[src/logic/standby_defs.svh]
// Constants for the standby and oscillator settling block.
// Assumes one 10 MHz clock that also stands in for the crystal clock.
`ifndef STANDBY_DEFS_SVH
`define STANDBY_DEFS_SVH

// ----------------------------------------
// Register addresses
// ----------------------------------------
`define ADDR_SETTLE_STATUS 16'hffa3
`define ADDR_SETTLE_SELECT 16'hffa4

// ----------------------------------------
// Reset values and field positions
// ----------------------------------------
`define SETTLE_STATUS_RESET 8'h00
`define SETTLE_SELECT_RESET 3'h5
`define SELECT_FIELD_MSB    2

// ----------------------------------------
// Thresholds as exponents of crystal periods, then the counter width
// ----------------------------------------
`define EXP_2E11 5'd11
`define EXP_2E13 5'd13
`define EXP_2E14 5'd14
`define EXP_2E15 5'd15
`define EXP_2E16 5'd16
`define COUNT_W  17

`endif

[src/logic/standby_pkg.sv]
// Types for the standby and oscillator settling block.
// Assumes the constants header is included by the modules.
package standby_pkg;

  // Power state, Gray coded along run->halt, stop->wait and wait->run; run->stop changes both bits
  typedef enum logic [1:0] {
    ST_RUN  = 2'b00,
    ST_HALT = 2'b01,
    ST_STOP = 2'b11,
    ST_WAIT = 2'b10
  } pwr_state_t;

  // Processor register access from the core
  typedef struct packed {
    logic        wr;
    logic        rd;
    logic [15:0] addr;
    logic [7:0]  wdata;
  } reg_req_t;

  // Clock gating outputs
  typedef struct packed {
    logic cpu_clk_en;
    logic hs_osc_en;
    logic int_osc_en;
  } clk_ctl_t;

endpackage

[src/logic/settle_counter.sv]
// Crystal settling counter with thermometer status.
// Assumes crystal_running says when the crystal truly oscillates.
`timescale 1ns/1ps
`include "standby_defs.svh"
module settle_counter
  import standby_pkg::*;
#(
  parameter int W = `COUNT_W
) (
  // Clock and reset
  input  wire logic       clock,
  input  wire logic       nrst,
  // Control
  input  wire logic       restart,
  input  wire logic       crystal_running,
  input  wire logic [4:0] limit_exp,
  // Status
  output logic [4:0]      therm_q
);

  // ----------------------------------------
  // State
  // ----------------------------------------
  typedef struct packed {
    logic [W-1:0] cnt;
    logic [4:0]   therm;
  } cnt_state_t;

  cnt_state_t s_q;  // Registered state
  cnt_state_t s_d;  // Next state

  // Threshold reached test, shared by all five bits
  function automatic logic reached(input logic [W-1:0] c, input logic [4:0] e);
    reached = (c >> e) != '0;
  endfunction

  localparam logic [4:0] EXPS [5] = '{`EXP_2E11, `EXP_2E13, `EXP_2E14,
                                      `EXP_2E15, `EXP_2E16};

  // Next state: count while running, stop at selected limit
  always_comb begin
    s_d = s_q;
    if (restart) begin
      s_d = '0;
    end else if (crystal_running && !reached(s_q.cnt, limit_exp)) begin
      s_d.cnt = s_q.cnt + 1'b1;
    end
    if (!restart) begin
      for (int i = 0; i < 5; i++) begin
        // Bit 4 is the shortest threshold; bits are set here and cleared only by restart
        if (reached(s_q.cnt, EXPS[i]) && EXPS[i] <= limit_exp) begin
          s_d.therm[4-i] = 1'b1;
        end
      end
    end
  end

  always_ff @(posedge clock or negedge nrst) begin
    if (!nrst) begin
      s_q <= '0;
    end else begin
      s_q <= s_d;
    end
  end

  assign therm_q = s_q.therm;

endmodule

[src/logic/standby_ctl.sv]
// Standby controller: halt and stop states, oscillator settling wait,
// settling status and wait-select registers on the core's byte bus.
// Assumes core issues one-cycle halt/stop pulses and byte accesses.
`timescale 1ns/1ps
`include "standby_defs.svh"
module standby_ctl
  import standby_pkg::*;
(
  // Clock and reset
  input  wire logic       clock,
  input  wire logic       nrst,
  // Core instruction events
  input  wire logic       halt_instr,
  input  wire logic       stop_instr,
  input  wire logic       irq_pending,
  input  wire logic       cpu_on_crystal,
  input  wire logic       cpu_on_main,
  // Oscillator control
  input  wire logic       main_osc_stop,
  input  wire logic       crystal_running,
  // Register access
  input  reg_req_t        req,
  output logic [7:0]      rdata_q,
  // Clock control outputs
  output clk_ctl_t        clk_q,
  output logic            wait_busy_q
);

  // ----------------------------------------
  // State
  // ----------------------------------------
  typedef struct packed {
    pwr_state_t st;
    logic [2:0] sel;
    logic [7:0] rdata;
    clk_ctl_t   clk;
    logic       busy;
    logic       main_osc_stop_prev;
  } ctl_state_t;

  ctl_state_t s_q;   // Registered state
  ctl_state_t s_d;   // Next state
  logic [4:0] therm; // Settling status thermometer
  logic       clr;   // Status clear pulse

  // Select code to exponent; prohibited codes fall to longest wait
  function automatic logic [4:0] sel_exp(input logic [2:0] c);
    case (c)
      3'h1:    sel_exp = `EXP_2E11;
      3'h2:    sel_exp = `EXP_2E13;
      3'h3:    sel_exp = `EXP_2E14;
      3'h4:    sel_exp = `EXP_2E15;
      default: sel_exp = `EXP_2E16;
    endcase
  endfunction

  // Status is full when bit for the selected threshold is set
  function automatic logic done(input logic [4:0] t, input logic [2:0] c);
    case (c)
      3'h1:    done = t[4];
      3'h2:    done = t[3];
      3'h3:    done = t[2];
      3'h4:    done = t[1];
      default: done = t[0];
    endcase
  endfunction

  // Stop only honoured from the main clock
  logic stop_ok;
  assign stop_ok = stop_instr && cpu_on_main;

  // Clear on stop entry or rising oscillator-stop bit
  assign clr = (stop_ok && s_q.st == ST_RUN) ||
               (main_osc_stop && !s_q.main_osc_stop_prev);

  // ----------------------------------------
  // Settling counter
  // ----------------------------------------
  settle_counter #(
    .W (`COUNT_W)
  ) u_cnt (
    .clock           (clock),
    .nrst            (nrst),
    .restart         (clr),
    // Crystal is stopped in stop, so no counting there
    .crystal_running (crystal_running && !main_osc_stop && s_q.clk.hs_osc_en),
    .limit_exp       (sel_exp(s_q.sel)),
    .therm_q         (therm)
  );

  // Next state: power states, registers, read data
  always_comb begin
    s_d = s_q;
    s_d.main_osc_stop_prev = main_osc_stop;
    case (s_q.st)
      ST_RUN: begin
        if (stop_ok) begin
          s_d.st = ST_STOP;
        end else if (halt_instr) begin
          s_d.st = ST_HALT;
        end
      end
      ST_HALT: begin
        if (irq_pending) begin
          s_d.st = ST_RUN;
        end
      end
      ST_STOP: begin
        if (irq_pending) begin
          // Internal-clock users run at once and poll status
          s_d.st = cpu_on_crystal ? ST_WAIT : ST_RUN;
        end
      end
      default: begin
        if (done(therm, s_q.sel)) begin
          s_d.st = ST_RUN;
        end
      end
    endcase
    // Oscillators off only in stop; subclock is never touched here
    s_d.clk.cpu_clk_en = (s_d.st == ST_RUN);
    s_d.clk.hs_osc_en  = (s_d.st != ST_STOP);
    s_d.clk.int_osc_en = (s_d.st != ST_STOP);
    s_d.busy = (s_d.st == ST_WAIT);
    // Byte write of select; upper bits dropped
    if (req.wr && req.addr == `ADDR_SETTLE_SELECT) begin
      s_d.sel = req.wdata[`SELECT_FIELD_MSB:0];
    end
    // Read mux; unmapped reads return zero
    if (req.rd && req.addr == `ADDR_SETTLE_STATUS) begin
      s_d.rdata = {3'h0, therm};
    end else if (req.rd && req.addr == `ADDR_SETTLE_SELECT) begin
      s_d.rdata = {5'h00, s_q.sel};
    end else begin
      s_d.rdata = 8'h00;
    end
  end

  // State register; halt/stop hold registers by gating only
  always_ff @(posedge clock or negedge nrst) begin
    if (!nrst) begin
      s_q.st         <= ST_RUN;
      s_q.sel        <= `SETTLE_SELECT_RESET;
      s_q.rdata      <= `SETTLE_STATUS_RESET;
      s_q.clk        <= 3'b111;
      s_q.busy       <= 1'b0;
      s_q.main_osc_stop_prev <= 1'b0;
    end else begin
      s_q <= s_d;
    end
  end

  assign rdata_q     = s_q.rdata;
  assign clk_q       = s_q.clk;
  assign wait_busy_q = s_q.busy;

endmodule

[config.mk]
export PLATFORM = sky130hd
export DESIGN_NAME = standby_ctl
export DESIGN_NICKNAME = d
export VERILOG_FILES = /design/src/logic/standby_pkg.sv /design/src/logic/settle_counter.sv /design/src/logic/standby_ctl.sv
export VERILOG_INCLUDE_DIRS = /design/src /design/src/logic
export SDC_FILE = /design/constraint.sdc
export NUM_CORES = 1
export LEC_CHECK = 0
export BUFFER_PORTS_ARGS = -buffer_cell sky130_fd_sc_hd__clkbuf_2
export CAP_MARGIN = 20
export CORE_ASPECT_RATIO = 0.75
export CORE_MARGIN = 10
export CORE_UTILIZATION = 54
export DETAILED_ROUTE_END_ITERATION = 7
export GPL_TIMING_DRIVEN = 0
export HOLD_SLACK_MARGIN = 0.08
export PLACE_DENSITY = 0.84
export SYNTH_ARGS = -nofsm -noshare
export SYNTH_HDL_FRONTEND = slang
export SYNTH_HIERARCHICAL = 1
export SYNTH_SLANG_ARGS = --single-unit
[constraint.sdc]
create_clock -name clock -period 4.8 [get_ports clock]
set_clock_uncertainty 0.2 [all_clocks]
set_input_delay 1.44 -clock clock [delete_from_list [all_inputs] [get_ports clock]]
set_output_delay 1.44 -clock clock [all_outputs]
set_load 0.05 [all_outputs]
==> qor.yml <==
root_buffer: "clkbuf_8"
worstPathRequired_ps: 4810
nNetsFinal: 383
first_iter_violations: 132
rsz0062_at_grt: "false"
vias: 2363
track_usage: 0.156
overflow: 0
power.density_nw_per_um2: 296
ctsResizeCount: 0
synth_common_cells: "nor2_1, dfrtp_1, a21oi_1, buf_4, nand2_1"
yosysTopAreaCell: "dfrtp_1"
synth_area_leaders: "dfrtp_1, mux2i_1, nor2_1"
cts_tree: "built"
postCtsSetupBuffers: 0
p_leak_nw: 1.31
endpoint_kind: "flop"
grt_pass1_wl_um: 10500
report.final.slew_viol_count: 0
tightestPinTransition_ps: 872
yosysWarningCount: 6
status: "completed"
crit_type: "flop to flop"
rrSetupSlack_ps: 710
ys_ff_latch: 36
numCtsBuffers: 5
vias_per_cell: 5.83
avgRoutedWirePerCell_um: 15.2
synth_area_per_cell_um2: 8.78
numClockSinks: 36
slew_headroom: 0.418
critPathLaunchType: "flop"
tns_ps: 0
crit_path_cell_trace: "buf_2 -> xnor2_1 -> o21ai_0 -> buf_4 -> mux2i_1 -> a32oi_1 -> a211oi_1 -> a21oi_1 -> o21ai_2 -> nor2_2 -> or4_1 -> a21oi_1"
synth_flop_cell: "dfrtp_1"
fp-row-count: 21
yosysUniqueCellTypes: 60
ir_drop_mv: 0.333
grt_max_degree: 37
slowest_stage: "o21ai_0"
postSynthCellCount: 300
max_stage_delay_ps: 600
cts_hold_buffers: 0
diodes: 0
synth_top_cell_area_share: 0.304
cts-htree-levels: 2
setup_violations: 0
clkTransAtPathRegs_ps: 80
grt_pass1_vias: 2234
die_height_um: 80.5
hold_ws_ps: 304
postSynth.asyncResetShare: 1.00
die_w_um: 101
placement.io_buffers: 38
core-area_um2: 4600
synth_area_um2: 2640
die_area_um2: 8100
antenna_found_initial: 0
drc_errors: 0
fmax_ghz: 0.244
final_antenna_net_count: 0
first_pass_iters: 5
cp_common_cell: "a21oi_1"
synth-edff-count: 0
yosysMostFrequentCell: "nor2_1"
final_hold_viol_count: 0
dp_hpwl_um: 4730
clk_path_buf_depth: 2
arrival_ps: 4100
period_needed_ps: 4090
drv_cap: 0
wl_um: 6170
seq_area_frac_synth: 0.344
fin_crit_sh: 0.852
path_max_fanout: 10
num_io_pins: 47
start_util: 0.573
drive_gt1_frac: 0.270
min_path_type: "flop to flop"
place.gp.congestion: 0.939
clock_latency_ps: 300
area_growth_pct: 14.4
==> cells by family after synthesis <==
logic type | synth area share
and+or+nand+nor | 0.237
AOI/OAI and AO/OA | 0.192
buffers and inverters | 0.0992
DFF | 0.344
muxes | 0.0912
xor gates and xnor gates | 0.0299
adders and majority gates | 0.00475
other | 0.00142
==> report_power, final <==
group          total (mW)  switching, mW  internal [mW]
clock               0.268          0.114          0.154
sequential          0.370         0.0316          0.338
combinational       0.256          0.164         0.0923
total               0.894          0.310          0.584
==> worst paths after layout <==
kind | from | to | cells after the start
max | s_q[13] | u_cnt/s_q[17] | 12
min | u_cnt/therm_q[4] | u_cnt/therm_q[4] | 2
max reg2reg | s_q[13] | u_cnt/s_q[17] | 12
min reg2reg | u_cnt/therm_q[4] | u_cnt/therm_q[4] | 2
max in group asynchronous | nrst | u_cnt/therm_q[3] | 1
min in group asynchronous | nrst | s_q[0] | 1
==> layout make-up <==
class | count | area [um2]
clock inverter | 3 | 42.5
tap | 57 | 71.3
sequential | 36 | 906
buffer | 37 | 228
fill | 390 | 1580
inverter | 9 | 33.8
multi-input combinational | 220 | 1480
timing repair buffer | 38 | 190
clock buffer | 5 | 68.8
==> worst max-delay path, delay by kind of cell (launching register included) <==
family	cells	cell delay, ps
AND/OR/NAND/NOR	2	680
XOR/XNOR	1	80
buffers and inverters	2	490
multiplexers	1	290
flip-flops	1	520
AO/OA/AOI/OAI	6	1740
==> per-layer routing <==
layer / routed length (um) / track usage / part of all wire / vias to the layer above
met2: 2800 / 0.236 / 0.45 / 93
li1: - / - / - / 1148
met4: 38 / 0.0338 / 0.0062 / 0
met5: 0 / 0 / 0 / -
met1: 2840 / 0.211 / 0.46 / 1118
met3: 498 / 0.0479 / 0.081 / 4
==> sequential cells by signal, indices dropped and copies added (netlist names) <==
| register | cells |
|---|---|
| s_q | 6 |
| u_cnt/therm_q | 5 |
| rdata_q | 5 |
| clk_q | 2 |
| wait_busy_q | 1 |
| u_cnt/s_q | 17 |
==> cells in the final DEF (no fill, tap or decap), drive strengths merged, types with 2 or more instances in the layout <==
master   count
and3         3
or4b         3
xor2         5
inv          9
and2         4
mux2         6
o21ai       18
a22oi        5
dfstp        4
buf         26
nand2b       5
conb         3
o31ai        5
nor2b        7
nand3        6
nor3         7
nor4         3
nor2        39
a31oi        4
or4          4
nor3b        5
nor4bb       2
a2111oi      3
clkbuf      54
a21oi       19
xnor2        4
o2111ai      4
nand2       19
a211oi       2
o211ai       3
nand4        3
mux2i       15
or3          4
dfrtp       32
==> per-stage QoR <==
| step | utilization | total power, mW | std cells | setup WS, ps | instance area [um2] |
|---|---|---|---|---|---|
| floorplan | - | 0.562 | 302 | 1400 | 2640 |
| global placement | 0.632 | 0.625 | 397 | 863 | 2900 |
| detailed placement | 0.632 | 0.629 | 397 | 789 | 2900 |
| CTS | 0.656 | 0.896 | 405 | 745 | 3020 |
| global route | 0.656 | 0.938 | 405 | 413 | 3020 |
| finish | 0.656 | 0.894 | 405 | 709 | 3020 |
No activity file was read; power rests on OpenSTA's default activity.
